`src/pafm_pkg.sv`:
```
// Constants for the port alternate-function multiplexer.
// Assumes five 8-bit ports, flattened as bit 8*port+pin.
package pafm_pkg;
    localparam int PAFM_PORTS = 5;
    localparam int PAFM_PINS = 40;
    // Mode pair written {pin_mode_bit_high, pin_mode_bit_low}
    localparam logic [1:0] PAFM_MODE_QUASI = 2'h0;
    localparam logic [1:0] PAFM_MODE_INPUT = 2'h1;
    localparam logic [1:0] PAFM_MODE_PUSH = 2'h2;
    localparam logic [1:0] PAFM_MODE_DRAIN = 2'h3;
    // Values after reset
    localparam logic [7:0] PAFM_LATCH_RESET = 8'hff;
    localparam logic [7:0] PAFM_HIGH_RESET = 8'h00;
    localparam logic [7:0] PAFM_ALL_INPUT_LOW = 8'hff;
    // Analog-capable pins: converter channels on port 0, comparator and converter pins on port 2
    localparam logic [39:0] PAFM_ANALOG_MASK = 40'h0000fc00ff;
    // Pin positions with special handling
    localparam int PAFM_DAC_POS_PIN = 18;
    localparam int PAFM_DAC_NEG_PIN = 19;
    localparam int PAFM_SHARED_MODE_SRC = 29;
    localparam int PAFM_RESET_PIN = 34;
    localparam int PAFM_CMP_ONE_PIN = 38;
    localparam int PAFM_CMP_TWO_PIN = 39;
endpackage : pafm_pkg

```
`src/pafm_pin_if.sv`:
```
// Bundle between the configuration logic and the pin driver stage.
// Assumes one clock domain; all vectors are one bit per pin.
interface pafm_pin_if;
    logic [39:0] mode_low;
    logic [39:0] mode_high;
    logic [39:0] latch;
    logic [39:0] alt_drive;
    logic [39:0] pin_level;
    logic [39:0] pin_out;
    logic [39:0] pin_oe;
    logic [39:0] pull_up;
    logic [39:0] alt_in;
    modport ctrl (output mode_low, output mode_high, output latch, output alt_drive, output pin_level,
                  input pin_out, input pin_oe, input pull_up, input alt_in);
    modport drive (input mode_low, input mode_high, input latch, input alt_drive, input pin_level,
                   output pin_out, output pin_oe, output pull_up, output alt_in);
endinterface : pafm_pin_if

```
`src/pafm_pin_drive.sv`:
```
// Per-pin output driver and alternate input gating, all pins as vectors.
// Assumes pin levels arrive already synchronised and effective modes resolved.
module pafm_pin_drive
    import pafm_pkg::*;
(
    input wire logic clk_sys_i,
    input wire logic srst_i,
    pafm_pin_if.drive pins
);
    logic [39:0] drive_val;
    logic [39:0] input_only;
    logic [39:0] push_pull;
    logic [39:0] quasi;
    logic [39:0] next_oe;
    logic [39:0] next_alt_in;

    // Mode decode and AND-combined data paths
    assign drive_val = pins.latch & pins.alt_drive;
    assign input_only = pins.mode_low & ~pins.mode_high;
    assign push_pull = ~pins.mode_low & pins.mode_high;
    assign quasi = ~pins.mode_low & ~pins.mode_high;
    assign next_oe = ~input_only & (push_pull | ~drive_val);
    assign next_alt_in = pins.pin_level & (pins.latch | input_only);

    // Registered pin and peripheral outputs
    always_ff @(posedge clk_sys_i) begin
        if (srst_i) begin
            pins.pin_out <= '0;
            pins.pin_oe <= '0;
            pins.pull_up <= '0;
            pins.alt_in <= '0;
        end else begin
            pins.pin_out <= drive_val;
            pins.pin_oe <= next_oe;
            pins.pull_up <= quasi & pins.latch; // Weak pull-up only in quasi mode
            pins.alt_in <= next_alt_in;
        end
    end
endmodule : pafm_pin_drive

```
`src/pafm_mux.sv`:
```
// Port alternate-function multiplexer top: latch and mode storage, mode overrides, pin sync.
// Assumes software writes latch and mode bits one port at a time through the write strobes,
// and peripherals drive alt_out_i high on pins they do not use.
module pafm_mux
    import pafm_pkg::*;
(
    input wire logic clk_sys_i,
    input wire logic srst_i,
    input wire logic tristate_fuse_i,
    input wire logic [2:0] port_sel_i,
    input wire logic latch_wr_i,
    input wire logic [7:0] latch_data_i,
    input wire logic mode_wr_i,
    input wire logic [7:0] mode_low_data_i,
    input wire logic [7:0] mode_high_data_i,
    input wire logic reset_disable_i,
    input wire logic dac_mode_i,
    input wire logic comparator_one_output_i,
    input wire logic comparator_two_output_i,
    input wire logic [39:0] alt_out_i,
    output logic [39:0] alt_in_o,
    input wire logic [39:0] pin_in_i,
    output logic [39:0] pin_out_o,
    output logic [39:0] pin_oe_o,
    output logic [39:0] pin_pull_up_o,
    output logic [39:0] latch_o,
    output logic [39:0] pin_level_o
);
    pafm_pin_if pins ();

    logic [39:0] pin_meta;
    logic [39:0] pin_sync;
    logic fuse_meta;
    logic fuse_sync;
    logic [39:0] latch_q;
    logic [39:0] mode_low_q;
    logic [39:0] mode_high_q;
    logic [39:0] shared_low;
    logic [39:0] shared_high;
    logic [39:0] force_input;
    logic [39:0] cmp_mask;
    logic [39:0] alt_src;

    // True when the write select names this port
    function automatic logic port_hit(input logic [2:0] sel, input int unsigned p);
        port_hit = (sel == p[2:0]);
    endfunction : port_hit

    // Two-stage synchronisers for pins and the mode fuse
    always_ff @(posedge clk_sys_i) begin
        pin_meta <= pin_in_i;
        pin_sync <= pin_meta;
        fuse_meta <= tristate_fuse_i;
        fuse_sync <= fuse_meta;
    end

    // Per-port latch and mode storage
    for (genvar p = 0; p < PAFM_PORTS; p++) begin : g_port
        always_ff @(posedge clk_sys_i) begin
            if (srst_i) begin
                latch_q[8*p +: 8] <= PAFM_LATCH_RESET;
                mode_low_q[8*p +: 8] <= fuse_sync ? PAFM_ALL_INPUT_LOW : PAFM_ANALOG_MASK[8*p +: 8];
                mode_high_q[8*p +: 8] <= PAFM_HIGH_RESET;
            end else begin
                if (latch_wr_i && port_hit(port_sel_i, p)) begin
                    latch_q[8*p +: 8] <= latch_data_i;
                end
                if (mode_wr_i && port_hit(port_sel_i, p)) begin
                    mode_low_q[8*p +: 8] <= mode_low_data_i;
                    mode_high_q[8*p +: 8] <= mode_high_data_i;
                end
            end
        end
    end

    // Reset pin borrows another pin's mode bits
    assign shared_low = {mode_low_q[39:PAFM_RESET_PIN+1], mode_low_q[PAFM_SHARED_MODE_SRC],
                         mode_low_q[PAFM_RESET_PIN-1:0]};
    assign shared_high = {mode_high_q[39:PAFM_RESET_PIN+1], mode_high_q[PAFM_SHARED_MODE_SRC],
                          mode_high_q[PAFM_RESET_PIN-1:0]};

    // Forced input-only pins and fixed comparator pins
    assign force_input = ({39'h0, dac_mode_i} << PAFM_DAC_POS_PIN)
                       | ({39'h0, dac_mode_i} << PAFM_DAC_NEG_PIN)
                       | ({39'h0, ~reset_disable_i} << PAFM_RESET_PIN);
    assign cmp_mask = (40'h1 << PAFM_CMP_ONE_PIN) | (40'h1 << PAFM_CMP_TWO_PIN);

    // Effective modes handed to the driver stage
    assign pins.mode_low = (shared_low | force_input) & ~cmp_mask;
    assign pins.mode_high = (shared_high & ~force_input) | cmp_mask;
    assign pins.latch = latch_q | cmp_mask;
    assign alt_src = {comparator_two_output_i, comparator_one_output_i, alt_out_i[37:0]};
    assign pins.alt_drive = alt_src;
    assign pins.pin_level = pin_sync;

    pafm_pin_drive u_drive (
        .clk_sys_i(clk_sys_i),
        .srst_i(srst_i),
        .pins(pins)
    );

    // Outputs to pins, peripherals and software readback
    assign pin_out_o = pins.pin_out;
    assign pin_oe_o = pins.pin_oe;
    assign pin_pull_up_o = pins.pull_up;
    assign alt_in_o = pins.alt_in;
    assign latch_o = latch_q;
    assign pin_level_o = pin_sync;
endmodule : pafm_mux

```
`config.mk`:
```
export PLATFORM = sky130hd
export DESIGN_NAME = pafm_mux
export DESIGN_NICKNAME = d
export VERILOG_FILES = /design/src/pafm_pkg.sv /design/src/pafm_pin_if.sv /design/src/pafm_pin_drive.sv /design/src/pafm_mux.sv
export SDC_FILE = /design/constraint.sdc
export NUM_CORES = 1
export LEC_CHECK = 0
export ABC_AREA = 1
export BUFFER_PORTS_ARGS = -buffer_cell sky130_fd_sc_hd__buf_2
export CORE_MARGIN = 2
export CORE_UTILIZATION = 54
export CTS_CLUSTER_DIAMETER = 200
export DETAILED_ROUTE_END_ITERATION = 10
export GPL_ROUTABILITY_DRIVEN = 1
export PLACE_DENSITY = 0.84
export SYNTH_ARGS = -nofsm -noshare
export SYNTH_HDL_FRONTEND = slang
export SYNTH_SLANG_ARGS = --single-unit
```
`constraint.sdc`:
```
create_clock -name clk_sys_i -period 5.4 [get_ports clk_sys_i]
set_clock_uncertainty 0.15 [all_clocks]
set_input_delay 0 -clock clk_sys_i [delete_from_list [all_inputs] [get_ports clk_sys_i]]
set_output_delay 0 -clock clk_sys_i [all_outputs]
set_load 0.05 [all_outputs]
```
# ---- Word-level counts from Yosys, hierarchy flattened
# Index checks and enable logic that the tools add are counted.
dict set report totals {
  ff_bits 358
  latch_bits 0
  mem_bits_rw 0
  mem_bits_ro 0
  input_bits 116
  out_inout_bits 240
  wordCells 71
  mem_count 0
}
dict set report classes {
  addsub 0
  mul 0
  div_mod_pow 0
  magnitude_cmp 0
  n_eq_ne 4
  shifts 0
  n_mux 10
  n_bitwise 19
  n_reduce_logical 15
}
# op count
set op_table {}
lappend op_table {{$and 40x40->40} 6}
lappend op_table {{$not 40->40} 3}
lappend op_table {{$or 40x40->40} 2}
lappend op_table {{$mux 8} 7}
lappend op_table {{$and 38x40->40} 1}
lappend op_table {{$not 38->40} 1}
lappend op_table {{$and 38x38->38} 1}
lappend op_table {{$not 35->38} 1}
lappend op_table {{$or 38x35->38} 1}
lappend op_table {{$or 20x35->35} 1}
lappend op_table {{$or 19x20->20} 1}
lappend op_table {{$mux 6} 2}
lappend op_table {{$logic_and 1x1->1} 10}
lappend op_table {{$reduce_bool 2->1} 4}
lappend op_table {{$eq 3x2->1 const B} 2}
lappend op_table {{$eq 3x1->1 const B} 1}
lappend op_table {{$eq 3x3->1 const B} 1}
lappend op_table {{$logic_not 3->1} 1}
lappend op_table {{$mux 2} 1}
lappend op_table {{$not 1->1} 1}

# ---- Depth between registers and ports, before layout
# Gate-level depths: netlist (run 1).
dict set report depth {
  ltp_word 8
  ltp_mapped 7
  mapped_depth_nobuf 6
}

# ---- Cells and area by module
# From an unflattened synthesis (run 1), not the netlist that was laid out.
dict set report hier_totals {
  hier_cells 1317
  hier_area_um2 11551.1
}
# module n_inst cells_each area_each_um2 seq_area_each_um2
set by_module_without_submodules {}
lappend by_module_without_submodules {pafm_mux 1 619 6117.1 4214.0}
lappend by_module_without_submodules {pafm_pin_drive 1 698 5434.0 3203.1}

# ---- Least setup slack after synthesis (run 1)
# Ideal clock, no wire load.
dict set report synth_path {
  kind {in2reg}
  start {in port_sel_i[2]}
  end {reg mode_low_q[10], enable pin}
  setup_time_ns 0.384
  arrival_ns 1.172
  required_ns 4.866
  path_slack_ns 3.694
  path_stages 5
  path_cell_list {buf_2 -> inv_1 -> buf_4 -> nand3_1 -> o21ai_0}
}
dict set report synth_via {
  elab_chain_cells 3
}
# item line_no
set synth_lines {}
lappend synth_lines {{start, declared} pafm_mux.sv:10} ;# input wire logic [2:0] port_sel_i,
lappend synth_lines {{$eq 3x1->1} pafm_mux.sv:46} ;# port_hit = (sel == p[2:0]);
lappend synth_lines {{$logic_and 1x1->1} pafm_mux.sv:68} ;# if (mode_wr_i && port_hit(port_sel_i, p)) begin
lappend synth_lines {{$reduce_bool 2->1 (no line)} -}
lappend synth_lines {{end signal, assigned by index} pafm_mux.sv:62} ;# mode_low_q[8*p +: 8] <= fuse_sync ? PAFM_ALL_INPUT_LOW : PAFM_ANALOG_MASK[8*p +: 8];
lappend synth_lines {{end signal, assigned by index} pafm_mux.sv:69} ;# mode_low_q[8*p +: 8] <= mode_low_data_i;
lappend synth_lines {{end, declared} pafm_mux.sv:36} ;# logic [39:0] mode_low_q;
# Every way passes these cells.
# A chain may end at the register's enable or synchronous reset.

# ---- Worst setup path after layout (run 1)
dict set report layout_path {
  start {in srst_i}
  end {reg mode_low_q[30], enable pin}
}
dict set report layout_via {
  elab_chain_cells 1
}
# item line_no
set layout_lines {}
lappend layout_lines {{start, declared} pafm_mux.sv:8} ;# input wire logic srst_i,
lappend layout_lines {{$reduce_bool 2->1 (no line)} -}
# Every way passes these cells.

==> results of run 1 <==
stage by stage:
stage / cell area [µm²] / power [mW] / std cells / setup WS, ns
after CTS: 15770 / 6.040 / 1991 / 2.827
after detailed placement: 12880 / 3.644 / 1755 / 2.858
final: 15770 / 6.099 / 1991 / 2.763
after floorplan: 11020 / 3.424 / 1187 / 3.694
after global placement: 12880 / 3.631 / 1755 / 2.938
after global routing: 15770 / 6.270 / 1991 / 2.618
cell usage after synthesis (all sizes together):
cell / count
nor3: 49
inv: 95
conb: 1
nand4: 57
a21oi: 39
nor4: 3
nand3: 94
dfxtp: 324
clkbuf: 29
o21ai: 43
nor2: 209
edfxtp: 29
buf: 28
nand2: 186
layer usage:
layer  up-vias  share of wire [%]  GRT usage (%)
li1       4865                  -              -
met1      4960                 35          38.34
met2       679                 51          60.87
met3       175                9.1          7.640
met4         0                5.4          17.67
met5         -                  0              0
kinds of logic after synthesis:
family | after synthesis
other | 1
flip-flops | 353
buffers and inverters | 152
AO/OA/AOI/OAI | 82
AND/OR/NAND/NOR | 598
registers in the layout, indices dropped and copies added, names as in the netlist:
signal,flops
fuse_meta,1
fuse_sync,1
latch_o,40
mode_high_q,37
mode_low_q,37
pin_level_o,40
pin_meta,40
u_drive.pins.alt_in,40
u_drive.pins.pin_oe,39
u_drive.pins.pin_out,40
u_drive.pins.pull_up,38
critical path: stages:
cell and delay [ns]:
dlygate4sd3_1 0.55, buf_4 0.70, inv_4 0.48, buf_4 0.44
nand2_1 0.35
final timing paths:
kind                from                      end  cells past startpoint
min          pin_in_i[7]              pin_meta[7]                      2
max               srst_i           mode_low_q[30]                      5
min reg2reg  pin_meta[8]           pin_level_o[8]                      0
max reg2reg   latch_o[0]  u_drive.pins.pin_out[0]                      3
layout make-up:
cell class                      count  area [µm²]
Sequential cell                   353        7357
Fill cell                        1193        4338
Timing Repair Buffer              533        3571
Multi-Input combinational cell    682        3039
Clock buffer                       52        1042
Inverter                           95       359.1
Tap cell                          270       337.8
Clock inverter                      6       60.06
power breakdown:
group | internal (mW) | total (mW) | switching [mW] | leakage (nW)
combinational | 0.243 | 0.875 | 0.631 | 4.26
sequential | 2.78 | 2.86 | 0.0709 | 2.97
clock | 1.38 | 2.37 | 0.988 | 0.544
total | 4.41 | 6.10 | 1.69 | 7.78
repair_timing:
| action | CTS | global route |
|---|---|---|
| resized for setup | 0 | 0 |
| hold endpoints to repair | 247 | 0 |
| setup endpoints to repair | 0 | 0 |
| hold buffers | 178 | 0 |
| setup buffers | 0 | 0 |
==> flow_metrics.tcl, run 1 <==
set metrics [dict create \
    first_pass_iters 6 \
    crit_path_max_fanout 83 \
    final_common_cell "buf_2" \
    hold_path.class "input pin to flop" \
    worst_pin_slew_ns 1.122 \
    synth-xor-area-share_pct 0 \
    yosys-top-cells-area "dfxtp_1, edfxtp_1, nor2_1" \
    crit_type "input pin to flop" \
    fin_crit_sh_pct 48.83 \
    finalSetupViolations 0 \
    hpwl_mm 21.14 \
    max_freq_mhz 379.3 \
    vias 10680 \
    mostFrequentLayoutCells "buf_2, dfxtp_1, nor2_1" \
    drive_above_1_share_pct 24.11 \
    relSlewSlack_pct 24.44 \
    power_leakage_nw 7.781 \
    synth_compound_area_share_pct 3.726 \
    synth-adder-area-share_pct 0 \
    cts_tree "built" \
    syn-instance-count 1186 \
    drt_first_iter_violations 986 \
    fin_setup_tns_ns 0 \
    yosysSeqAreaShare_pct 66.80 \
    syn_area_mm2 0.01101 \
    finalHoldViolations 2 \
    gp_congestion 0.8643 \
    fp-row-count 52 \
    critPathArrivalTime_ns 2.66 \
    utilization_pct 78.42 \
    die_w_um 146.8 \
    cp.required_ns 5.42 \
    antenna_left 0 \
    status "complete, but fails checks" \
    cp-start-kind "input pin" \
    ys_ff_latch 353 \
    end_kind "flop" \
    grt_pass1_vias 10610 \
    finalMaxSlewViolations 0 \
    antenna_found_initial 0 \
    clk_latency_ns 0.51 \
    violations "negative hold slack" \
    cts_root_buf "clkbuf_16" \
    post_drt_wl_per_cell_um 19.21 \
    coreArea_mm2 0.02010 \
    yosysTopAreaCell "dfxtp_1" \
    cap_violations 0 \
    grt_start_max_net_pins 84 \
    synth_cell_types 21 \
    overflow 0 \
    yosysWarnings 0 \
    path_clk_slew_ns 0.06 \
    synth-simple-area-share_pct 23.80 \
    drc 0 \
    diodes 0 \
    numCtsBuffers 35 \
    grt_setup_unrepaired "no" \
    start_util_pct 54.78 \
    grt_pass1_wl_mm 57.47 \
    drt-vias-per-instance 5.364 \
    cts_buffer_depth 3 \
    synth_top_family_by_area "simple AND/OR/NAND/NOR gates" \
    htree_levels 2 \
    fin_nets 1816 \
    die_h_um 146.8 \
    die_area_mm2 0.02155 \
    yosysTopAreaCellShare_pct 58.90 \
    port_buffers 351 \
    synthMuxAreaShare_pct 0 \
    grt_usage_pct 34.16 \
    irDropWorstVdd_mv 0.2712 \
    power_density_mw_per_mm2 386.8 \
    cts_sinks 353 \
    avgSynthCellArea_um2 9.286 \
    io_pins 356 \
    fin_crit_ns 2.637 \
    r2r_slack_ns 3.85 \
    syn2layout_area_growth_pct 43.16 \
    hold_slack_ns -0.01048 \
    drt_wl_total_mm 38.26 \
]
Power figures use the tool's default switching activity.
==> run 2, diff against run 1 <==
--- a/config.mk
+++ b/config.mk
@@ -8,11 +8,11 @@
 export ABC_AREA = 1
 export BUFFER_PORTS_ARGS = -buffer_cell sky130_fd_sc_hd__buf_2
 export CORE_MARGIN = 2
-export CORE_UTILIZATION = 54
+export CORE_UTILIZATION = 45
 export CTS_CLUSTER_DIAMETER = 200
 export DETAILED_ROUTE_END_ITERATION = 10
 export GPL_ROUTABILITY_DRIVEN = 1
-export PLACE_DENSITY = 0.84
+export PLACE_DENSITY = 0.75
 export SYNTH_ARGS = -nofsm -noshare
 export SYNTH_HDL_FRONTEND = slang
 export SYNTH_SLANG_ARGS = --single-unit
==> constraint.sdc (replaced) <==
create_clock -name clk_sys_i -period 2.15 [get_ports clk_sys_i]
set_clock_uncertainty 0.15 [all_clocks]
set_input_delay 0 -clock clk_sys_i [delete_from_list [all_inputs] [get_ports clk_sys_i]]
set_output_delay 0 -clock clk_sys_i [all_outputs]
set_load 0.05 [all_outputs]
==> run 2 against run 1 <==
  * The flow now finishes without violations
  * Core utilization is 12 points lower
  * Critical path depth is 2 higher
  * Combinational power is 150% higher
  * Wire length is 7.8% lower
  * Register-to-register slack worse by 3.3 ns
  * Sequential cell count stayed put
  * Clock power grew to 2.6 times the previous value
  * Cell area is 1.6% higher
  * Worst setup slack worse by 2.7 ns
  * Sequential share of layout area is 0.73 points lower
  * Critical path type unchanged
==> flow_metrics.tcl, run 2 (synthesis results as in run 1) <==
set metrics [dict create \
    finalSetupViolations 0 \
    cp_top_family "buffers and inverters" \
    syn2layout_area_growth_pct 45.44 \
    cts_sinks 353 \
    drt_wl_total_mm 35.26 \
    r2r_slack_ns 0.59 \
    end_kind "flop" \
    cts_tree "built" \
    hpwl_mm 22.61 \
    slowest_delay_ns 0.56 \
    p_switching_mw 4.209 \
    cp-start-kind "input pin" \
    drt-vias-per-instance 4.998 \
    die_area_mm2 0.02574 \
    finalMaxSlewViolations 0 \
    slowest_stage "dlygate4sd3_1" \
    die_w_um 160.4 \
    drt_first_iter_violations 810 \
    io_pins 356 \
    utilization_pct 66.25 \
    p_int_mw 11.19 \
    drc 0 \
    worst_pin_slew_ns 0.7303 \
    reg2reg_from "latch_o[6]" \
    start_util_pct 45.55 \
    grt_usage_pct 26.41 \
    fin_setup_tns_ns 0 \
    fin_crit_ns 2.099 \
    htree_levels 2 \
    cts_buffer_depth 3 \
    finalHoldViolations 0 \
    cp_cell_sequence "dlygate4sd3_1 -> buf_2 -> buf_4 -> nand3_1 -> dlygate4sd3_1 -> nand3_1 -> dlygate4sd3_1" \
    finalPower_mw 15.40 \
    fin_crit_sh_pct 97.65 \
    critPathArrivalTime_ns 2.39 \
    crit_path_end "latch_o[26]" \
    first_pass_iters 5 \
    cpMostUsedCell "dlygate4sd3_1" \
    irDropWorstVdd_mv 0.7302 \
    port_buffers 351 \
    die_h_um 160.4 \
    antenna_left 0 \
    seq_power_share_pct 46.5 \
    hold_path.class "input pin to flop" \
    pwr-share-comb_pct 14.1 \
    min_path_cells 2 \
    overflow 0 \
    relSlewSlack_pct 50.80 \
    antenna_found_initial 1 \
    grt_start_max_net_pins 63 \
    numCtsBuffers 36 \
    crit_cells 7 \
    ff2ff_path_depth 3 \
    grt_setup_unrepaired "no" \
    crit_type "input pin to flop" \
    placed_area_mm2 0.01304 \
    p_sw_share_pct 27.33 \
    post_drt_wl_per_cell_um 17.07 \
    p_clk_share_pct 39.4 \
    fin_nets 1834 \
    path_clk_slew_ns 0.07 \
    final_area_mm2 0.01602 \
    cp.required_ns 2.44 \
    timing.critical_path.buf_inv 5 \
    grt_pass1_wl_mm 53.70 \
    gp_congestion 0.8190 \
    power_leakage_nw 7.860 \
    drive_above_1_share_pct 25.17 \
    cts_root_buf "clkbuf_16" \
    vias 10320 \
    grt_pass1_vias 10040 \
    status "finished, final reports clean" \
    crit_path_max_fanout 18 \
    clk_latency_ns 0.51 \
    timing.rr.end "u_drive.pins.pin_out[6]" \
    startpoint "latch_wr_i" \
    fp-row-count 57 \
    coreArea_mm2 0.02418 \
    mostFrequentLayoutCells "buf_2, dfxtp_1, nor2_1" \
    cap_violations 0 \
    power_density_mw_per_mm2 961.4 \
    max_freq_mhz 476.3 \
    final_common_cell "buf_2" \
]
-- run 2: cell type report --
| type | instances | area, µm² |
|---|---|---|
| fill | 1789 | 8159 |
| sequential | 353 | 7357 |
| timing repair buffer | 550 | 3702 |
| multi-input combinational | 682 | 3039 |
| clock buffer | 53 | 1110 |
| tap | 324 | 405.4 |
| inverter | 95 | 359.1 |
| clock inverter | 7 | 42.54 |
| antenna | 1 | 2.502 |
-- run 2: timing repair --
item | in CTS | in global routing
endpoints found under the setup margin | 0 | 3
setup buffers | 0 | 7
hold buffers | 177 | 0
resized for setup | 0 | 3
endpoints found under the hold margin | 243 | 0
-- run 2: worst register-to-register path, stage by stage (launching register included) --
cell	delay [ns]
dfxtp_1	0.45
nand2_1	0.14
nor2_1	0.15
dlygate4sd3_1	0.60
-- run 2: per-stage QoR --
stage	setup WS (ns)	hold slack [ns]	instances
after floorplan	0.4440	-0.1223	1187
after global placement	0.5755	-0.04756	1821
after detailed placement	0.4877	-0.04643	1821
after CTS	0.0006326	0.01094	2058
after global routing	0.008327	0.04173	2065
final	0.05055	0.03372	2065
-- run 2: worst min-delay path by stage --
stage / startpoint / end / slack (ns)
2_1_floorplan: tristate_fuse_i / fuse_meta / -0.12
3_3_place_gp: pin_in_i[1] / pin_meta[1] / -0.05
3_5_place_dp: pin_in_i[5] / pin_meta[5] / -0.05
4_1_cts: pin_in_i[21] / pin_meta[21] / 0.01
5_1_grt: tristate_fuse_i / fuse_meta / 0.04
6_report: tristate_fuse_i / fuse_meta / 0.03
-- run 2: power by group through the flow --
stage	sequential [mW]	combinational, mW	clock, mW
3_5_place_dp	7.29	1.88	0
6_report	7.16	2.17	6.07
5_1_grt	7.19	2.29	6.43
4_1_cts	7.16	2.13	6.15
3_3_place_gp	7.29	1.86	0
2_1_floorplan	8.09	0.511	0
-- run 2: routing by layer --
| metal | vias to the layer above | track usage [%] | routed length (µm) |
|---|---|---|---|
| met2 | 452 | 47.28 | 17710 |
| li1 | 4904 | - | - |
| met1 | 4866 | 31.01 | 13810 |
| met3 | 98 | 5.372 | 2478 |
| met5 | - | 0 | 0 |
| met4 | 0 | 10.57 | 1261 |
==> run 3, diff against run 2 <==
--- a/config.mk
+++ b/config.mk
@@ -5,9 +5,7 @@
 export SDC_FILE = /design/constraint.sdc
 export NUM_CORES = 1
 export LEC_CHECK = 0
-export ABC_AREA = 1
 export BUFFER_PORTS_ARGS = -buffer_cell sky130_fd_sc_hd__buf_2
-export CORE_MARGIN = 2
 export CORE_UTILIZATION = 45
 export CTS_CLUSTER_DIAMETER = 200
 export DETAILED_ROUTE_END_ITERATION = 10
==> run 3 against run 2 <==
  * Wire length down 1.6%
  * Sequential share of layout area is 0.90 points higher
  * Fmax up 2.9%
  * Critical path depth is the same
  * Core utilization is 0.28 points higher
  * Power down 0.95%
  * Count of clock-buffer cells in the layout fell by 5
  * Combinational power down 12%
  * Non-clock buffer count decreased by 23
  * Global-route usage up 0.95 points
  * Sequential power hardly changed
  * Largest cell class unchanged
==> flow_metrics.tcl, run 3 <==
set metrics [dict create \
    crit_path_max_fanout 56 \
    synth_top_family_by_area "simple AND/OR/NAND/NOR gates" \
    fin_crit_sh_pct 94.90 \
    vias 9428 \
    first_pass_iters 5 \
    yosys_most_used_dff "dfxtp_1" \
    power_density_mw_per_mm2 971.0 \
    cts_buffer_depth 3 \
    grt_pass1_wl_mm 51.03 \
    drc 0 \
    ff2ff_path_depth 4 \
    coreArea_mm2 0.02361 \
    routed.top_layer "met4" \
    irDropWorstVdd_mv 0.6739 \
    io_pins 356 \
    gp_congestion 0.7947 \
    overflow 0 \
    grt_setup_unrepaired "no" \
    cts_root_buf "clkbuf_16" \
    crit_type "input pin to flop" \
    min_path_cells 4 \
    antenna_left 0 \
    die_area_mm2 0.02479 \
    syn-instance-count 986 \
    status "finished, final reports clean" \
    max_freq_mhz 490.1 \
    yosysTopAreaCellShare_pct 59.64 \
    syn_area_mm2 0.01088 \
    hold_path.class "input pin to flop" \
    cp.required_ns 2.39 \
    p_switching_mw 3.988 \
    numCtsBuffers 36 \
    slowest_stage "dlygate4sd3_1" \
    crit_path_end "u_drive.pins.pin_oe[34]" \
    setup_slack_ns 0.1097 \
    synth-simple-area-share_pct 17.23 \
    antenna_found_initial 1 \
    relSlewSlack_pct 36.54 \
    startpoint "srst_i" \
    syn2layout_area_growth_pct 44.45 \
    yosysTopAreaCell "dfxtp_1" \
    finalHoldViolations 0 \
    pwr-share-comb_pct 12.5 \
    ys_ff_latch 353 \
    path_clk_slew_ns 0.06 \
    avgSynthCellArea_um2 11.03 \
    end_kind "flop" \
    slowest_delay_ns 0.57 \
    seq_power_share_pct 46.9 \
    yosysWarnings 0 \
    htree_levels 2 \
    grt_pass1_vias 9272 \
    p_int_mw 11.27 \
    mostFrequentLayoutCells "buf_2, dfxtp_1, a21oi_1" \
    met1_length_mm 13.52 \
    instances_no_fill 1842 \
    post_drt_wl_per_cell_um 18.84 \
    synth-adder-area-share_pct 0.09204 \
    yosysSeqAreaShare_pct 67.65 \
    drt_wl_total_mm 34.71 \
    synthMuxAreaShare_pct 1.933 \
    cts_sinks 353 \
    synth_edf_count 29 \
    synth_cell_types 37 \
    fin_setup_tns_ns 0 \
    die_h_um 157.5 \
    post-place-ws_ns 0.4917 \
    drt_first_iter_violations 549 \
    port_buffers 351 \
    grt_usage_pct 27.36 \
    cp-start-kind "input pin" \
    finalSetupViolations 0 \
    drt-vias-per-instance 5.118 \
    critPathArrivalTime_ns 2.28 \
    cts_tree "built" \
    synth_compound_area_share_pct 8.859 \
    met2_wirelength_mm 17.40 \
    r2r_slack_ns 0.25 \
    hpwl_mm 21.86 \
    reg2reg_from "mode_low_q[29]" \
    die_w_um 157.5 \
    fp-row-count 56 \
    synth-xor-area-share_pct 0 \
    final_common_cell "buf_2" \
    fin_crit_ns 2.040 \
    p_sw_share_pct 26.15 \
    p_clk_share_pct 40.6 \
    cp_cell_sequence "dlygate4sd3_1 -> clkbuf_8 -> buf_4 -> inv_2 -> buf_6 -> and3_1 -> dlygate4sd3_1" \
    worst_pin_slew_ns 0.9419 \
    async_reset_ff_share_pct 0 \
    cap_violations 0 \
    synth_common_cells "dfxtp_1, a21oi_1, nor2_1" \
    power_leakage_nw 6.863 \
    synthMostInstantiatedCell "dfxtp_1" \
    cpMostUsedCell "dlygate4sd3_1" \
    yosys-top-cells-area "dfxtp_1, edfxtp_1, a21oi_1" \
    dpl.cell_count 1621 \
    clk_latency_ns 0.50 \
    timing.rr.end "u_drive.pins.pin_oe[34]" \
    grt_start_max_net_pins 57 \
    finalMaxSlewViolations 0 \
    start_util_pct 46.06 \
    route.met3.wl_mm 2.520 \
    utilization_pct 66.53 \
    drive_above_1_share_pct 29.17 \
    fin_nets 1614 \
]
[run 3: what timing repair did]
action | CTS | global route
hold buffers | 157 | 0
endpoints found under the setup margin | 0 | 2
buffers inserted | 0 | 1
endpoints found under the hold margin | 234 | 0
gates resized for setup | 0 | 4
[run 3: cells by family after synthesis]
kind of cell | after synthesis
adder cells (fa/ha/maj) | 1
multiplexers | 21
flip-flops | 353
other | 1
AND/OR/NAND/NOR | 327
AO/OA/AOI/OAI | 184
buffers and inverters | 99
[run 3: final cells by class]
cell class	count	area (µm²)
diodes	1	2.502
fillers	1726	7903
well taps	319	399.1
multi-input cells	535	3123
repair buffers	527	3483
inverters	45	168.9
clock buffers	48	1027
flip-flops and latches	353	7357
clock inverters	14	148.9
[run 3: metal layers]
layer	global-route usage, %	vias up
met5	0	-
met3	6.222	105
met2	48.50	449
met1	31.44	4431
li1	-	4443
met4	11.84	0
[run 3: how the worst min path moves through the flow]
stage	start	endpoint	slack, ns
6_report	port_sel_i[1]	latch_o[1]	0.07
3_3_place_gp	pin_in_i[34]	pin_meta[34]	-0.05
5_1_grt	port_sel_i[1]	latch_o[1]	0.09
2_1_floorplan	tristate_fuse_i	fuse_meta	-0.12
3_5_place_dp	pin_in_i[22]	pin_meta[22]	-0.05
4_1_cts	port_sel_i[1]	latch_o[4]	0.04
[run 3: metrics by stage]
stage	power [mW]	hold WS (ns)	instance area, µm²
floorplan	8.391	-0.1223	10880
global placement	8.909	-0.04775	12940
detailed placement	8.939	-0.04643	12940
CTS	15.28	0.04077	15690
global route	15.73	0.08895	15710
finish	15.25	0.07369	15710
[run 3: critical path, delay by kind of cell]
kind	cells	cell delay (ns)
buffers and inverters	6	2.05
and+or+nand+nor	1	0.18
[run 3: power by group through the flow]
stage / clock [mW] / combinational, mW / sequential [mW]
2_1_floorplan: 0 / 0.383 / 8.01
3_3_place_gp: 0 / 1.64 / 7.27
3_5_place_dp: 0 / 1.66 / 7.28
4_1_cts: 6.26 / 1.88 / 7.14
5_1_grt: 6.55 / 2.01 / 7.18
6_report: 6.19 / 1.91 / 7.15
